--- config.mk ---
export PLATFORM = sky130hd
export DESIGN_NAME = uart_channel
export DESIGN_NICKNAME = d
export VERILOG_FILES = /design/src/logic/uart_pkg.sv /design/src/logic/sync_fifo.sv /design/src/logic/uart_channel.sv
export SDC_FILE = /design/constraint.sdc
export NUM_CORES = 1
export LEC_CHECK = 0
export BUFFER_PORTS_ARGS = -buffer_cell sky130_fd_sc_hd__buf_2
export CAP_MARGIN = 25
export CORE_MARGIN = 1.5
export CORE_UTILIZATION = 48
export DETAILED_ROUTE_END_ITERATION = 6
export PLACE_DENSITY = 0.67
export SYNTH_ARGS = -nofsm -noshare
export SYNTH_HDL_FRONTEND = slang
export SYNTH_SLANG_ARGS = --single-unit
--- constraint.sdc ---
create_clock -name ref_clk -period 13.8 [get_ports ref_clk]
set_clock_uncertainty 0.05 [all_clocks]
set_input_delay 2.76 -clock ref_clk [delete_from_list [all_inputs] [get_ports ref_clk]]
set_output_delay 2.76 -clock ref_clk [all_outputs]
set_load 0.02 [all_outputs]
--- src/logic/uart_pkg.sv ---
// Notes on behaviour
// - Receive trigger write sets level, 0x00 to 0x40.
// - Receive interrupt when FIFO level reaches trigger.
// - Channel registers take documented values on reset.
// - Modem status deltas clear; upper bits follow inputs.
// - Transmit idles high, or low in infrared mode.
// - Identifier readable at 0x8D, or 0x8C aligned.
// - Window reads stay ordered until another access.
// - Window returns byte plus status; bit8 low means empty.
// - Global interrupt registers at 0x080 through 0x083.
package uart_pkg;
	localparam logic [9:0] ADDR_HOLD     = 10'h000;
	localparam logic [9:0] ADDR_IER      = 10'h001;
	localparam logic [9:0] ADDR_ISR      = 10'h002;
	localparam logic [9:0] ADDR_LCR      = 10'h003;
	localparam logic [9:0] ADDR_MCR      = 10'h004;
	localparam logic [9:0] ADDR_LSR      = 10'h005;
	localparam logic [9:0] ADDR_MSR      = 10'h006;
	localparam logic [9:0] ADDR_SCR      = 10'h007;
	localparam logic [9:0] ADDR_FEATURE_CONTROL     = 10'h008;
	localparam logic [9:0] ADDR_EFR      = 10'h009;
	localparam logic [9:0] ADDR_TXLVL    = 10'h00a;
	localparam logic [9:0] ADDR_RXLVL    = 10'h00b;
	localparam logic [9:0] ADDR_FLOW_CHAR_STATUS    = 10'h00c;
	localparam logic [9:0] ADDR_FLOW     = 10'h010;
	localparam logic [9:0] ADDR_GIRQ0    = 10'h080;
	localparam logic [9:0] ADDR_GIRQ1    = 10'h081;
	localparam logic [9:0] ADDR_GIRQ2    = 10'h082;
	localparam logic [9:0] ADDR_GIRQ3    = 10'h083;
	localparam logic [9:0] ADDR_IDENT_DW = 10'h08c;
	localparam logic [9:0] ADDR_IDENT    = 10'h08d;
	localparam logic [9:0] ADDR_EEPROM   = 10'h08e;
	localparam logic [9:0] ADDR_WINDOW   = 10'h180;
	// Identifier value is arbitrary.
	localparam logic [7:0] IDENT_VALUE   = 8'h5a;
	localparam logic [7:0] RST_ZERO      = 8'h00;
	localparam logic [7:0] RST_ISR       = 8'h01;
	localparam logic [7:0] RST_LSR       = 8'h60;
	localparam logic [7:0] RST_SCR       = 8'hff;
	localparam logic [7:0] TRIG_MAX      = 8'h40;
	localparam logic [7:0] ISR_LINE      = 8'h06;
	localparam logic [7:0] ISR_RX        = 8'h04;
	localparam logic [7:0] ISR_TX        = 8'h02;
	localparam logic [7:0] ISR_MODEM     = 8'h00;
	localparam int         LCR_DLAB      = 7;
	localparam int         FCR_RX_FLUSH  = 1;
	localparam int         FCR_TX_FLUSH  = 2;
	localparam int         FIFO_DEPTH    = 16;
	localparam int         FIFO_WIDTH    = 10;
	localparam logic [3:0] OS_MID        = 4'h7;
	localparam logic [3:0] OS_LAST       = 4'hf;
	typedef enum logic [1:0] {
		LN_IDLE  = 2'b00,
		LN_START = 2'b01,
		LN_DATA  = 2'b10,
		LN_STOP  = 2'b11
	} line_state_t;
endpackage
--- src/logic/sync_fifo.sv ---
`timescale 1ns/10ps
module sync_fifo #(
	parameter int WIDTH = 10,
	parameter int DEPTH = 16
) (
	input  wire logic                       clk,
	input  wire logic                       rst,
	input  wire logic                       ce,
	input  wire logic                       flush,
	input  wire logic                       in_valid,
	output logic                            in_ready,
	input  wire logic [WIDTH-1:0]           in_data,
	output logic                            out_valid,
	input  wire logic                       out_ready,
	output logic      [WIDTH-1:0]           out_data,
	output logic      [$clog2(DEPTH):0]     level
);
	localparam int AW = $clog2(DEPTH);
	logic [WIDTH-1:0] mem [DEPTH];
	logic [AW-1:0]    wr_ptr_reg;
	logic [AW-1:0]    rd_ptr_reg;
	logic [AW:0]      level_reg;
	wire              push = in_valid && in_ready;
	wire              pop  = out_valid && out_ready;

	assign in_ready  = level_reg != (AW+1)'(DEPTH);
	assign out_valid = level_reg != '0;
	assign out_data  = mem[rd_ptr_reg];
	assign level     = level_reg;

	always_ff @(posedge clk) begin
		if (ce && push && !flush) begin
			mem[wr_ptr_reg] <= in_data;
		end
	end

	always_ff @(posedge clk or posedge rst) begin
		if (rst) begin
			wr_ptr_reg <= '0;
			rd_ptr_reg <= '0;
			level_reg  <= '0;
		end else if (ce) begin
			if (flush) begin
				wr_ptr_reg <= '0;
				rd_ptr_reg <= '0;
				level_reg  <= '0;
			end else begin
				wr_ptr_reg <= push ? wr_ptr_reg + AW'(1) : wr_ptr_reg;
				rd_ptr_reg <= pop ? rd_ptr_reg + AW'(1) : rd_ptr_reg;
				level_reg  <= level_reg + (AW+1)'(push) - (AW+1)'(pop);
			end
		end
	end
endmodule

--- src/logic/uart_channel.sv ---
`timescale 1ns/10ps
module uart_channel (
	input  wire logic        ref_clk,
	input  wire logic        sys_rst,
	input  wire logic        clk_en,
	input  wire logic [9:0]  bus_addr,
	input  wire logic        bus_rd,
	input  wire logic        bus_wr,
	input  wire logic [7:0]  bus_wdata,
	output logic      [15:0] bus_rdata,
	output logic             bus_rvalid,
	input  wire logic        rx_in,
	input  wire logic        cts_in,
	input  wire logic        dsr_in,
	input  wire logic        ri_in,
	input  wire logic        cd_in,
	input  wire logic        infrared_enable_pin,
	output logic             tx_out,
	output logic             rts_n_out,
	output logic             dtr_n_out,
	output logic             irq_out,
	output logic             eeprom_clock_out,
	output logic             eeprom_select_out,
	output logic             eeprom_data_out
);
	function automatic logic hit(input logic [9:0] a, input logic [9:0] b);
		return a == b;
	endfunction

	logic [7:0]  ier_reg, lcr_reg, mcr_reg, scr_reg, feature_control_reg, efr_reg, fcr_reg;
	logic [7:0]  dll_reg, dlm_reg, thr_reg, trig_reg, tx_trigger_level_reg, isr_reg;
	logic [7:0]  flow_reg [4];
	logic [2:0]  eeprom_reg;
	logic [3:0]  delta_reg, modem_prev;
	logic        overrun_reg, thr_full_reg, armed_reg, irq_reg;
	logic [15:0] rdata_reg, baud_cnt_reg;
	logic        rvalid_reg;

	// Register decode.
	wire dlab      = lcr_reg[uart_pkg::LCR_DLAB];
	wire acc       = clk_en && (bus_rd || bus_wr);
	wire wr        = clk_en && bus_wr;
	wire rd        = clk_en && bus_rd;
	wire wr_thr    = wr && hit(bus_addr, uart_pkg::ADDR_HOLD) && !dlab;
	wire wr_dll    = wr && hit(bus_addr, uart_pkg::ADDR_HOLD) && dlab;
	wire wr_dlm    = wr && hit(bus_addr, uart_pkg::ADDR_IER) && dlab;
	wire wr_ier    = wr && hit(bus_addr, uart_pkg::ADDR_IER) && !dlab;
	wire wr_fcr    = wr && hit(bus_addr, uart_pkg::ADDR_ISR);
	wire wr_trig   = wr && hit(bus_addr, uart_pkg::ADDR_RXLVL);
	wire is_ident  = hit(bus_addr, uart_pkg::ADDR_IDENT) || hit(bus_addr, uart_pkg::ADDR_IDENT_DW);
	wire is_window = hit(bus_addr, uart_pkg::ADDR_WINDOW);
	wire rd_lsr    = rd && hit(bus_addr, uart_pkg::ADDR_LSR);
	wire rd_msr    = rd && hit(bus_addr, uart_pkg::ADDR_MSR);

	// Receive FIFO.
	logic                              rx_push, fifo_in_ready, fifo_out_valid;
	logic [uart_pkg::FIFO_WIDTH-1:0]   rx_word, fifo_head;
	logic [$clog2(uart_pkg::FIFO_DEPTH):0] rx_level;
	wire rd_rhr = rd && hit(bus_addr, uart_pkg::ADDR_HOLD) && !dlab;
	wire rd_win = rd && is_window && armed_reg;
	wire rx_pop = (rd_rhr || rd_win) && fifo_out_valid;
	wire rx_flush = wr_fcr && bus_wdata[uart_pkg::FCR_RX_FLUSH];

	sync_fifo #(
		.WIDTH (uart_pkg::FIFO_WIDTH),
		.DEPTH (uart_pkg::FIFO_DEPTH)
	) u_rx_fifo (
		.clk       (ref_clk),
		.rst       (sys_rst),
		.ce        (clk_en),
		.flush     (rx_flush),
		.in_valid  (rx_push),
		.in_ready  (fifo_in_ready),
		.in_data   (rx_word),
		.out_valid (fifo_out_valid),
		.out_ready (rx_pop),
		.out_data  (fifo_head),
		.level     (rx_level)
	);

	uart_pkg::line_state_t rx_state_reg, tx_state_reg;
	wire        tx_idle   = tx_state_reg == uart_pkg::LN_IDLE;

	// Status of the byte at the head of the FIFO plus overrun and transmitter state, in line status layout.
	wire [7:0] lsr_now = {1'b0, !thr_full_reg && tx_idle, !thr_full_reg, fifo_out_valid && fifo_head[9],
		fifo_out_valid && fifo_head[8], 1'b0, overrun_reg, fifo_out_valid};
	wire [7:0] rx_level8  = 8'(rx_level);
	wire [7:0] trig_eff   = (trig_reg == 8'h00) ? 8'h01 : trig_reg;
	wire       rx_at_trig = rx_level8 >= trig_eff;
	wire       line_irq   = ier_reg[2] && (overrun_reg || lsr_now[3] || lsr_now[4]);
	wire       rx_irq     = ier_reg[0] && rx_at_trig;
	wire       tx_irq     = ier_reg[1] && !thr_full_reg;
	wire       modem_irq  = ier_reg[3] && (delta_reg != 4'h0);
	wire [7:0] isr_next   = line_irq ? uart_pkg::ISR_LINE : rx_irq ? uart_pkg::ISR_RX :
		tx_irq ? uart_pkg::ISR_TX : modem_irq ? uart_pkg::ISR_MODEM : uart_pkg::RST_ISR;
	wire [3:0] modem_now  = {cd_in, ri_in, dsr_in, cts_in};

	// Baud tick at sixteen times the bit rate; a zero divisor acts as one.
	wire [15:0] div_raw   = {dlm_reg, dll_reg};
	wire [15:0] div_eff   = (div_raw == 16'h0000) ? 16'h0001 : div_raw;
	wire        tick      = clk_en && (baud_cnt_reg == div_eff - 16'h0001);

	// Receiver, fixed at eight data bits and one stop bit.
	logic [3:0] rx_os_reg, tx_os_reg;
	logic [2:0] rx_idx_reg, tx_idx_reg;
	logic [7:0] rx_sh_reg, tx_sh_reg;
	logic       tx_bit_reg;
	wire        rx_stop_end = tick && rx_state_reg == uart_pkg::LN_STOP && rx_os_reg == uart_pkg::OS_LAST;
	assign rx_push = rx_stop_end;
	assign rx_word = {!rx_in && rx_sh_reg == 8'h00, !rx_in, rx_sh_reg};

	always_ff @(posedge ref_clk or posedge sys_rst) begin
		if (sys_rst) begin
			baud_cnt_reg <= 16'h0000;
		end else if (clk_en) begin
			baud_cnt_reg <= tick ? 16'h0000 : baud_cnt_reg + 16'h0001;
		end
	end

	always_ff @(posedge ref_clk or posedge sys_rst) begin
		if (sys_rst) begin
			rx_state_reg <= uart_pkg::LN_IDLE;
			rx_os_reg    <= 4'h0;
			rx_idx_reg   <= 3'h0;
			rx_sh_reg    <= 8'h00;
		end else if (tick) begin
			rx_os_reg <= rx_os_reg + 4'h1;
			case (rx_state_reg)
				uart_pkg::LN_IDLE: begin
					rx_os_reg <= 4'h0;
					if (!rx_in) begin
						rx_state_reg <= uart_pkg::LN_START;
					end
				end
				uart_pkg::LN_START: begin
					// Re-check the start bit at mid-bit to reject glitches.
					if (rx_os_reg == uart_pkg::OS_MID) begin
						rx_os_reg    <= 4'h0;
						rx_idx_reg   <= 3'h0;
						rx_state_reg <= rx_in ? uart_pkg::LN_IDLE : uart_pkg::LN_DATA;
					end
				end
				uart_pkg::LN_DATA: begin
					if (rx_os_reg == uart_pkg::OS_LAST) begin
						rx_sh_reg  <= {rx_in, rx_sh_reg[7:1]};
						rx_idx_reg <= rx_idx_reg + 3'h1;
						if (rx_idx_reg == 3'h7) begin
							rx_state_reg <= uart_pkg::LN_STOP;
						end
					end
				end
				uart_pkg::LN_STOP: begin
					if (rx_os_reg == uart_pkg::OS_LAST) begin
						rx_state_reg <= uart_pkg::LN_IDLE;
					end
				end
				default: rx_state_reg <= uart_pkg::LN_IDLE;
			endcase
		end
	end

	// Transmitter with a one-byte holding register.
	always_ff @(posedge ref_clk or posedge sys_rst) begin
		if (sys_rst) begin
			tx_state_reg <= uart_pkg::LN_IDLE;
			tx_os_reg    <= 4'h0;
			tx_idx_reg   <= 3'h0;
			tx_sh_reg    <= 8'h00;
			tx_bit_reg   <= 1'b1;
		end else if (tick) begin
			tx_os_reg <= tx_os_reg + 4'h1;
			case (tx_state_reg)
				uart_pkg::LN_IDLE: begin
					tx_os_reg <= 4'h0;
					if (thr_full_reg) begin
						tx_sh_reg    <= thr_reg;
						tx_bit_reg   <= 1'b0;
						tx_state_reg <= uart_pkg::LN_START;
					end
				end
				uart_pkg::LN_START: begin
					if (tx_os_reg == uart_pkg::OS_LAST) begin
						tx_bit_reg   <= tx_sh_reg[0];
						tx_idx_reg   <= 3'h0;
						tx_state_reg <= uart_pkg::LN_DATA;
					end
				end
				uart_pkg::LN_DATA: begin
					if (tx_os_reg == uart_pkg::OS_LAST) begin
						tx_sh_reg  <= {1'b0, tx_sh_reg[7:1]};
						tx_idx_reg <= tx_idx_reg + 3'h1;
						tx_bit_reg <= (tx_idx_reg == 3'h7) ? 1'b1 : tx_sh_reg[1];
						if (tx_idx_reg == 3'h7) begin
							tx_state_reg <= uart_pkg::LN_STOP;
						end
					end
				end
				uart_pkg::LN_STOP: begin
					if (tx_os_reg == uart_pkg::OS_LAST) begin
						tx_state_reg <= uart_pkg::LN_IDLE;
					end
				end
				default: tx_state_reg <= uart_pkg::LN_IDLE;
			endcase
		end
	end

	// The infrared strap is a live pin, so this flop has no asynchronous reset and follows it while reset is held.
	// Reset forces the mark level here directly, since the bit register may not have settled on the first edge.
	always_ff @(posedge ref_clk) begin
		tx_out <= (sys_rst ? 1'b1 : tx_bit_reg) ^ infrared_enable_pin;
	end

	wire tx_load    = tick && tx_idle && thr_full_reg;
	wire tx_flush   = wr_fcr && bus_wdata[uart_pkg::FCR_TX_FLUSH];

	// Control and configuration registers.
	always_ff @(posedge ref_clk or posedge sys_rst) begin
		if (sys_rst) begin
			ier_reg    <= uart_pkg::RST_ZERO;
			fcr_reg    <= uart_pkg::RST_ZERO;
			lcr_reg    <= uart_pkg::RST_ZERO;
			mcr_reg    <= uart_pkg::RST_ZERO;
			feature_control_reg   <= uart_pkg::RST_ZERO;
			efr_reg    <= uart_pkg::RST_ZERO;
			tx_trigger_level_reg  <= uart_pkg::RST_ZERO;
			trig_reg   <= uart_pkg::RST_ZERO;
			scr_reg    <= uart_pkg::RST_SCR;
			dll_reg    <= uart_pkg::RST_ZERO;
			dlm_reg    <= uart_pkg::RST_ZERO;
			thr_reg    <= uart_pkg::RST_ZERO;
			eeprom_reg <= 3'h0;
		end else if (wr) begin
			if (wr_ier) ier_reg <= bus_wdata;
			if (wr_fcr) fcr_reg <= bus_wdata;
			if (wr_dll) dll_reg <= bus_wdata;
			if (wr_dlm) dlm_reg <= bus_wdata;
			if (wr_thr) thr_reg <= bus_wdata;
			if (hit(bus_addr, uart_pkg::ADDR_LCR)) lcr_reg <= bus_wdata;
			if (hit(bus_addr, uart_pkg::ADDR_MCR)) mcr_reg <= bus_wdata;
			if (hit(bus_addr, uart_pkg::ADDR_SCR)) scr_reg <= bus_wdata;
			if (hit(bus_addr, uart_pkg::ADDR_FEATURE_CONTROL)) feature_control_reg <= bus_wdata;
			if (hit(bus_addr, uart_pkg::ADDR_EFR)) efr_reg <= bus_wdata;
			if (hit(bus_addr, uart_pkg::ADDR_TXLVL)) tx_trigger_level_reg <= bus_wdata;
			if (hit(bus_addr, uart_pkg::ADDR_EEPROM)) eeprom_reg <= bus_wdata[2:0];
			// Values above 0x40 are held at 0x40, the largest legal level.
			if (wr_trig) trig_reg <= (bus_wdata > uart_pkg::TRIG_MAX) ? uart_pkg::TRIG_MAX : bus_wdata;
		end
	end

	genvar gi;
	generate
		for (gi = 0; gi < 4; gi++) begin : g_flow
			always_ff @(posedge ref_clk or posedge sys_rst) begin
				if (sys_rst) begin
					flow_reg[gi] <= uart_pkg::RST_ZERO;
				end else if (wr && hit(bus_addr, uart_pkg::ADDR_FLOW + 10'(gi))) begin
					flow_reg[gi] <= bus_wdata;
				end
			end
		end
	endgenerate

	// Hardware-set flags: the set wins over a clear in the same cycle.
	always_ff @(posedge ref_clk or posedge sys_rst) begin
		if (sys_rst) begin
			thr_full_reg <= 1'b0;
			overrun_reg  <= 1'b0;
			delta_reg    <= 4'h0;
			isr_reg      <= uart_pkg::RST_ISR;
			irq_reg      <= 1'b0;
		end else if (clk_en) begin
			thr_full_reg <= wr_thr || (thr_full_reg && !tx_load && !tx_flush);
			overrun_reg  <= (rx_push && !fifo_in_ready) || (overrun_reg && !rd_lsr);
			delta_reg    <= (modem_now ^ modem_prev) | (rd_msr ? 4'h0 : delta_reg);
			isr_reg      <= isr_next;
			irq_reg      <= !isr_next[0];
		end
	end

	// Previous modem levels carry no reset so no false delta appears after release.
	always_ff @(posedge ref_clk) begin
		if (clk_en) begin
			modem_prev <= modem_now;
		end
	end

	// Identifier read arms window unloading; any access other than a window read disarms it.
	always_ff @(posedge ref_clk or posedge sys_rst) begin
		if (sys_rst) begin
			armed_reg <= 1'b0;
		end else if (acc) begin
			armed_reg <= (rd && is_ident) || (armed_reg && is_window && !bus_wr);
		end
	end

	// Read data mux.
	logic [15:0] rd_mux;
	always_comb begin
		rd_mux = 16'h0000;
		case (bus_addr)
			uart_pkg::ADDR_HOLD:     rd_mux = {8'h00, dlab ? dll_reg : fifo_head[7:0]};
			uart_pkg::ADDR_IER:      rd_mux = {8'h00, dlab ? dlm_reg : ier_reg};
			uart_pkg::ADDR_ISR:      rd_mux = {8'h00, isr_reg};
			uart_pkg::ADDR_LCR:      rd_mux = {8'h00, lcr_reg};
			uart_pkg::ADDR_MCR:      rd_mux = {8'h00, mcr_reg};
			uart_pkg::ADDR_LSR:      rd_mux = {8'h00, lsr_now};
			uart_pkg::ADDR_MSR:      rd_mux = {8'h00, modem_now, delta_reg};
			uart_pkg::ADDR_SCR:      rd_mux = {8'h00, scr_reg};
			uart_pkg::ADDR_FEATURE_CONTROL:     rd_mux = {8'h00, feature_control_reg};
			uart_pkg::ADDR_EFR:      rd_mux = {8'h00, efr_reg};
			uart_pkg::ADDR_TXLVL:    rd_mux = {15'h0000, thr_full_reg};
			uart_pkg::ADDR_RXLVL:    rd_mux = {8'h00, rx_level8};
			uart_pkg::ADDR_GIRQ0:    rd_mux = {15'h0000, irq_reg};
			uart_pkg::ADDR_GIRQ1:    rd_mux = {13'h0000, isr_reg[3:1]};
			uart_pkg::ADDR_IDENT:    rd_mux = {8'h00, uart_pkg::IDENT_VALUE};
			uart_pkg::ADDR_IDENT_DW: rd_mux = {uart_pkg::IDENT_VALUE, 8'h00};
			uart_pkg::ADDR_EEPROM:   rd_mux = {13'h0000, eeprom_reg};
			// Status rides in the upper byte; a disarmed read peeks without popping.
			uart_pkg::ADDR_WINDOW:   rd_mux = {lsr_now, fifo_out_valid ? fifo_head[7:0] : 8'h00};
			default: begin
				if (bus_addr >= uart_pkg::ADDR_FLOW && bus_addr < uart_pkg::ADDR_FLOW + 10'h004) begin
					rd_mux = {8'h00, flow_reg[bus_addr[1:0]]};
				end
			end
		endcase
	end

	always_ff @(posedge ref_clk or posedge sys_rst) begin
		if (sys_rst) begin
			rdata_reg  <= 16'h0000;
			rvalid_reg <= 1'b0;
		end else if (clk_en) begin
			rvalid_reg <= bus_rd;
			if (bus_rd) rdata_reg <= rd_mux;
		end
	end

	// Pins.
	always_ff @(posedge ref_clk or posedge sys_rst) begin
		if (sys_rst) begin
			rts_n_out         <= 1'b1;
			dtr_n_out         <= 1'b1;
			eeprom_clock_out  <= 1'b0;
			eeprom_select_out <= 1'b0;
			eeprom_data_out   <= 1'b0;
		end else if (clk_en) begin
			rts_n_out         <= !mcr_reg[1];
			dtr_n_out         <= !mcr_reg[0];
			eeprom_clock_out  <= eeprom_reg[0];
			eeprom_select_out <= eeprom_reg[1];
			eeprom_data_out   <= eeprom_reg[2];
		end
	end

	assign bus_rdata  = rdata_reg;
	assign bus_rvalid = rvalid_reg;
	assign irq_out    = irq_reg;
endmodule

# Word-level counts from Yosys, hierarchy flattened
# Memory sizes are Yosys's and may differ from the RTL's.
# Index checks and enable logic that the tools add are counted.
# word_totals
mem_count	1
input_bits	29
out_inout_bits	24
word_cells	266
reg_bits	222
mem_bits_rw	160
# memory_table
name	depth	width	rd	rd_ports_with_merged_regs	write_ports	line	rtl
u_rx_fifo.mem	16	10	1	0	1	sync_fifo.sv:19	logic [WIDTH-1:0] mem [DEPTH];
# classes
mux	55
n_bitwise	4
eq_ne	44
order_cmp	5
addsub	10
n_reduce_logical	104
# op_table
cell	count
case mux 15 bit (18 select lines)	1
two-way mux 8 bit	10
equality test 10 x 8 -> 1 bit (second input constant)	5
logical AND 1 bit	49
equality test 10 x 3 -> 1 bit (second input constant)	4
equality test 10 x 4 -> 1 bit (second input constant)	4
equality test 10 x 5 -> 1 bit (second input constant)	4
two-way mux 16 bit	2
two-way mux 4 bit	7
AND reduction 2 bit	14
two-way mux 2 bit	12
equality test 10 x 2 -> 1 bit (second input constant)	2
two-way mux 3 bit	6
!= test 2 bit (second input constant)	9
adder 16 x 1 -> 16 bit (second input constant)	1
adder 4 x 1 -> 4 bit (second input constant)	4
binary-select mux 8 bit (select 2 bit)	1
equality test 16 bit	1
zero test 16 bit	1
zero test 8 bit	2
case mux 2 bit (4 select lines)	2
case mux 8 bit (2 select lines)	1
subtractor 16 x 1 -> 16 bit (second input constant)	1
zero test 1 bit	12
other kinds (37)	67

# Longest topological paths before layout
# Gate-level depths: netlist of the first run.
# logic_depth
ltp_word	12
depth_mapped	24
depth_no_buf	21

# Cells and area by module
# A second synthesis of the first run with hierarchy kept.
# unflattened
cells_unflattened	1321
area_unflattened_um2	17581.9
# modules_own_cells
mod	cells_each	n_inst	seq_area_each_um2	area_each_um2
uart_channel	956	1	5084.9	10553.9
sync_fifo	365	1	5129.9	7028.0

# Worst setup path after synthesis of the first run
# No wires, ideal clock.
# synth_timing
path_kind	input port to flip-flop
start	in bus_addr[9]
end	reg u_rx_fifo.level_reg[4], in the netlist u_rx_fifo.level[4]
stages	17
path_slack_ns	7.745
setup_ns	0.131
required_time_ns	13.619
path_buffers	1
arrival_time_ns	5.875
cell_sequence	or3_1 -> clkbuf_1 -> nor4_1 -> a32oi_1 -> nor2_1 -> ha_1 -> inv_1 -> ha_1 -> inv_1 -> fa_1 -> nand2b_1 -> a21oi_1 -> nor2_1 -> xnor2_1 -> o21ai_0 -> nand2_1 -> o21ai_0
# synth_via
elab_chain_cells	8
word_cells_on_any_way	14
classes_between	add/sub (1); eq/ne (2); mux (1); reduce/logical (10)
# synth_rtl
item	line	rtl
start: declaration	uart_channel.sv:6	input wire logic [9:0] bus_addr,
equality test 10 x 9 -> 1 bit or zero test 10 bit (tied branches)	uart_channel.sv:27	return a == b;
logical AND 1 bit (on tied branches) (2 in series)	uart_channel.sv:60, uart_channel.sv:59	
logical OR 1 bit	uart_channel.sv:61	wire rx_pop = (rd_rhr || rd_win) && fifo_out_valid;
logical AND 1 bit	uart_channel.sv:61	
logical AND 1 bit	sync_fifo.sv:24	wire pop = out_valid && out_ready;
subtractor 5 x 1 -> 5 bit	sync_fifo.sv:50	level_reg <= level_reg + (AW+1)'(push) - (AW+1)'(pop);
two-way mux 5 bit *	sync_fifo.sv:43	if (flush) begin
end signal: assignment	sync_fifo.sv:50	
end: declaration	sync_fifo.sv:22	logic [AW:0] level_reg;
# Mark *: on every way between the ends. The rest lies on a longest branch, timed or not.
# A chain may end at the register's enable or synchronous reset.

# Final worst setup path of the first run
# Same ends and word-level chain as after synthesis.

==> results of run 1 <==
==> placed cells by master, fill, tap and decap left out, types with 30 or more instances in the layout <==
master,count
mux2_2,143
nand2_1,94
a21oi_1,30
nor3_1,34
clkbuf_16,40
dfrtp_1,197
mux4_2,49
edfxtp_1,164
nor2_1,73
o21ai_0,51
inv_1,39
buf_2,51
==> where the power goes <==
part / internal, mW / switching, mW
Sequential: 1.18 / 0.0341
Combinational: 0.0816 / 0.132
Clock: 0.700 / 0.461
==> critical path: stages <==
cell,delay (ps)
buf_2,100
or3_1,470
nor4_1,840
a32oi_1,210
nor2_1,420
ha_1,320
inv_1,50
ha_1,160
inv_1,50
fa_1,370
nand2b_1,180
a21oi_1,150
nor2_1,60
xnor2_1,170
o21ai_0,100
nand2_1,100
o21ai_0,80
==> cell type report <==
cell class,instances,area (sq um)
Clock buffer,45,1040
Clock inverter,29,392
Fill cell,2976,16400
Inverter,40,158
Multi-Input combinational cell,864,7210
Sequential cell,375,10200
Tap cell,468,586
Timing Repair Buffer,80,497
==> layer usage <==
| metal | part of all wire | global-route usage | routed length (microns) | vias to the layer above |
|---|---|---|---|---|
| li1 | - | - | - | 5221 |
| met1 | 0.45 | 0.347 | 20100 | 5962 |
| met2 | 0.46 | 0.366 | 20500 | 386 |
| met3 | 0.060 | 0.0342 | 2670 | 76 |
| met4 | 0.026 | 0.0718 | 1140 | 0 |
| met5 | 0 | 0 | 0 | - |
==> kinds of logic after synthesis <==
group,after synthesis,share of synthesized area
muxes,216,0.166
DFF,375,0.575
other,1,0.000211
and+or+nand+nor,381,0.113
AOI/OAI and AO/OA,200,0.0809
buffers and inverters,117,0.0264
xor gates and xnor gates,36,0.0177
adders and majority gates,29,0.0208
==> worst min-delay path by stage <==
stage	start	to	slack, ps	depth (start not counted)
floorplan	mcr_reg[1]	rts_n_out	360	1
global placement	mcr_reg[0]	dtr_n_out	400	1
detailed placement	mcr_reg[0]	dtr_n_out	410	1
CTS	mcr_reg[0]	dtr_n_out	420	1
global route	mcr_reg[0]	dtr_n_out	430	1
finish	mcr_reg[0]	dtr_n_out	420	1
==> out/qor.txt, run 1 <==
Count leader, synth -> dfrtp_1
Post-synthesis async set-or-reset flop share -> 0.560
Synth warn -> 0
R2R Path End -> u_rx_fifo.level[4]
Critical path class -> in2reg
Post-DRT Antenna Nets -> 0
Final Worst Setup Slack -> 7570 ps
Final Cycle Share -> 0.451
Max rail drop VDD -> 0.0000816 V
Top cell type's share of synthesized area -> 0.279
Final hold violation count -> 0
Initial Utilization -> 0.487
Placed inst area -> 0.0186 sq mm
Postcts setup bufs -> 0
Finished Core Util -> 0.550
Netlist Area Pre-Place -> 0.0178 sq mm
Placeable Area -> 0.0365 sq mm
Max-cap violations -> 0
Vias in the first global route -> 11553
Routed WL per cell -> 23.4 microns
Inst Count DP -> 1817
Hpwl dp -> 30.2 mm
First-pass GRT wire length -> 69.4 mm
H-tree levels -> 2
EDFF count, synth -> 164
Full die area -> 0.0382 sq mm
CP Capture Type -> register
Clock sink count -> 375
Num ports -> 53
Synth area leaders -> dfrtp_1 (28%), edfxtp_1 (28%), mux2_2 (9.1%)
Synth Flop Type -> dfrtp_1
Layout cells sized above 1 -> 0.274
Initial antenna violation count -> 0
Clk buf depth -> 3
Setup TNS -> 0 ps
Die H -> 195 microns
Worst reg2reg path depth -> 22
Crit path arrival time -> 6590 ps
Worst Setup SP -> bus_addr[9]
Clk_lat worst skew -> 570 ps
Buffers on Ports -> 50
Worst-Margin Slew -> 1000 ps
Residual DRC -> 0
Final net count -> 1459
Outcome -> finished clean
CTS Hold Bufs -> 0
Slew HR -> 0.326
Final Wtd Congestion -> 0.914
Minimum clock period -> 6230 ps
Iter 0 DRT Violations -> 1014
Hold slack -> 419 ps
FF-to-FF setup slack -> 8160 ps
Crit path to -> u_rx_fifo.level[4]
DR vias -> 11645
PwrDens -> 129 mW/mm^2
Vias/cell -> 6.13
CP startpoint kind -> input port
Largest net degree at the start of global routing -> 139
Worst-path clk slew -> 60 ps
Antenna cells -> 0
Min-delay worst type -> reg2reg
CP required -> 14160 ps
Row cnt -> 70
Worst-path fanout max -> 7
Post-Place Worst Slack -> 7070 ps
Synthesized instance count -> 1355
F_max -> 161 MHz
Root buffer cell -> clkbuf_16
FF+latch count, synth -> 375
Final std cells w/o fill -> 1901
Setup violations, final -> 0
CTS buffer count -> 40
P_leak -> 8.38 nW
Die Span X -> 195 microns
Post-synthesis average cell area -> 13.1 sq um
Area grow syn2layout -> 13.1%
Gr ovfl total -> 0
Final non-filler cell area -> 0.0201 sq mm
Sequential element share of the synthesized area -> 0.575
Cell variety after synth -> 84
Max FFs per register -> 160
FF-to-FF Start -> dlm_reg[2]
Yosys top cell by area -> dfrtp_1
TritonRoute pass-1 iters -> 5
Pins Over Slew Limit -> 0
WL final -> 44.4 mm
RSZ-0062 raised after global routing -> false
Overall Global Routing Usage -> 0.236
Commonest cells in the netlist -> dfrtp_1 (198), edfxtp_1 (164), mux2_2 (143)
TritonCTS clock tree -> done
Resize count post-CTS -> 0
PnR Total Power -> 2.59 mW
No activity file was read; power rests on OpenSTA's default activity.
==> run 2, diff against run 1 <==
==> constraint.sdc (replaced) <==
create_clock -name ref_clk -period 6.17 [get_ports ref_clk]
set_clock_uncertainty 0.05 [all_clocks]
set_input_delay 1.234 -clock ref_clk [delete_from_list [all_inputs] [get_ports ref_clk]]
set_output_delay 1.234 -clock ref_clk [all_outputs]
set_load 0.02 [all_outputs]
==> out/qor.txt, run 2 (synthesis results as in run 1) <==
Setup TNS -> 0 ps
Post-DRT Antenna Nets -> 0
Slowest stage delay, CP -> 600 ps
Commonest non-fill, non-tap cells in the layout -> dfrtp_1 (197), edfxtp_1 (164), mux2_2 (143)
Die Span X -> 195 microns
Inst Count DP -> 1838
WHS Path Cells -> 1
Min-delay worst type -> reg2reg
Comb pwr share -> 0.087
Routed WL per cell -> 23.4 microns
Worst-path clk slew -> 60 ps
Full die area -> 0.0382 sq mm
CTS buffer count -> 40
Final non-filler cell area -> 0.0200 sq mm
Busiest layer in global routing -> met2
DR vias -> 11772
Slew HR -> 0.419
FF-to-FF Start -> dlm_reg[2]
Layout cells sized above 1 -> 0.275
Initial Utilization -> 0.487
Ordered list of cells on the worst path -> or4_4 > nor4_2 > a21oi_1 > ha_1 > nand2b_1 > o31ai_1 > a21boi_0 > o211ai_1 > o211a_1 > nand3_1 > buf_4 > inv_1 > ha_1 > inv_1 > fa_1 > nand2b_1 > a21oi_1 > nor2_1 > xnor2_1 > o21ai_0 > nand2_1 > o21ai_0
Cell-internal power -> 4.20 mW
Die H -> 195 microns
Multi-input gate area -> 0.00720 sq mm
P_leak -> 8.35 nW
Switching Power -> 1.37 mW
Commonest non-fill, non-tap cell in the layout -> dfrtp_1
Resize count post-CTS -> 0
H-tree levels -> 2
Crit path arrival time -> 5510 ps
Postcts setup bufs -> 0
Max FFs per register -> 160
Iter 0 DRT Violations -> 1084
First-pass GRT wire length -> 70.1 mm
CP startpoint kind -> register
Vias/cell -> 6.16
Max rail drop VDD -> 0.000154 V
Worst-path fanout max -> 17
Overall Global Routing Usage -> 0.238
PwrDens -> 279 mW/mm^2
Buffers on Ports -> 50
FF-to-FF setup slack -> 1010 ps
Root buffer cell -> clkbuf_16
Gr ovfl total -> 0
Placed inst area -> 0.0187 sq mm
GRT met1 Usage -> 0.356
Vias in the first global route -> 11616
Row cnt -> 70
Clk_lat worst skew -> 540 ps
Final hold violation count -> 0
Reg power frac -> 0.490
Initial antenna violation count -> 0
Largest net degree at the start of global routing -> 143
Critical path class -> reg2reg
Worst path slowest cell -> or4_4
CP required -> 6520 ps
CP Capture Type -> register
R2R Path End -> u_rx_fifo.level[4]
Final Cycle Share -> 0.837
CTS Hold Bufs -> 0
Setup violations, final -> 0
Worst reg2reg path depth -> 22
F_max -> 194 MHz
Clock sink count -> 375
Clk buf depth -> 3
Max-cap violations -> 0
Minimum clock period -> 5160 ps
Antenna cells -> 0
Net Sw Frac -> 0.245
Pins Over Slew Limit -> 0
WL final -> 44.6 mm
Worst Setup SP -> dlm_reg[2]
Residual DRC -> 0
Num ports -> 53
Number of fill cells in the layout -> 2966
HP Start -> mcr_reg[0]
Outcome -> finished clean
Worst Hold End -> dtr_n_out
Final Wtd Congestion -> 0.924
M3 GR Usage -> 0.0373
Final std cells w/o fill -> 1910
Hpwl dp -> 30.0 mm
Clock share of power -> 0.423
Register area -> 0.0102 sq mm
Area grow syn2layout -> 12.5%
Global-route met2 utilization -> 0.359
Final net count -> 1471
Worst-Margin Slew -> 872 ps
Hold slack -> 424 ps
RSZ-0062 raised after global routing -> false
TritonCTS clock tree -> done
TritonRoute pass-1 iters -> 5
Placeable Area -> 0.0365 sq mm
==> run 2: layout make-up <==
| class | count | share of cell area |
|---|---|---|
| inverter | 40 | 0.00770 |
| clock buffer | 50 | 0.0540 |
| clock inverter | 21 | 0.00964 |
| multi-input combinational | 864 | 0.360 |
| tap | 468 | 0.0293 |
| sequential | 375 | 0.511 |
| timing repair buffer | 92 | 0.0287 |
==> run 2: routing by layer <==
| layer | vias to the layer above | share of wire |
|---|---|---|
| met5 | - | 0 |
| met2 | 425 | 0.45 |
| met3 | 88 | 0.070 |
| met4 | 0 | 0.028 |
| met1 | 6012 | 0.46 |
| li1 | 5247 | - |
==> run 2: power by group through the flow <==
| stage | registers (mW) | logic, mW | clock network [mW] |
|---|---|---|---|
| after floorplan | 2.74 | 0.368 | 0 |
| after CTS | 2.73 | 0.483 | 2.39 |
| final | 2.73 | 0.485 | 2.36 |
| after detailed placement | 2.77 | 0.479 | 0 |
| after global placement | 2.78 | 0.470 | 0 |
| after global routing | 2.74 | 0.541 | 2.49 |
==> run 2: per-stage QoR <==
step / utilization / power, mW / setup slack (ps)
after floorplan: - / 3.11 / 1290
after global placement: 0.512 / 3.25 / 1210
after detailed placement: 0.513 / 3.25 / 1100
after CTS: 0.547 / 5.60 / 1080
after global routing: 0.548 / 5.77 / 581
final: 0.548 / 5.57 / 1010
==> run 2: worst max path at each step <==
stage	to	slack [ps]	cells after the start
6_report	u_rx_fifo.level[4]	1010	22
5_1_grt	u_rx_fifo.level[4]	580	23
4_1_cts	u_rx_fifo.level[4]	1080	22
3_5_place_dp	u_rx_fifo.level[4]	1100	22
3_3_place_gp	u_rx_fifo.level[4]	1210	22
2_1_floorplan	u_rx_fifo.mem[15][0]	1290	12
==> run 2: worst max-delay path: cells and delay by family, from the launching register on <==
| kind | cells | cell delay [ps] |
|---|---|---|
| and+or+nand+nor | 7 | 1660 |
| AOI/OAI and AO/OA | 8 | 1410 |
| adders and majority gates | 3 | 850 |
| DFF | 1 | 470 |
| buffers and inverters | 3 | 400 |
| xor gates and xnor gates | 1 | 180 |
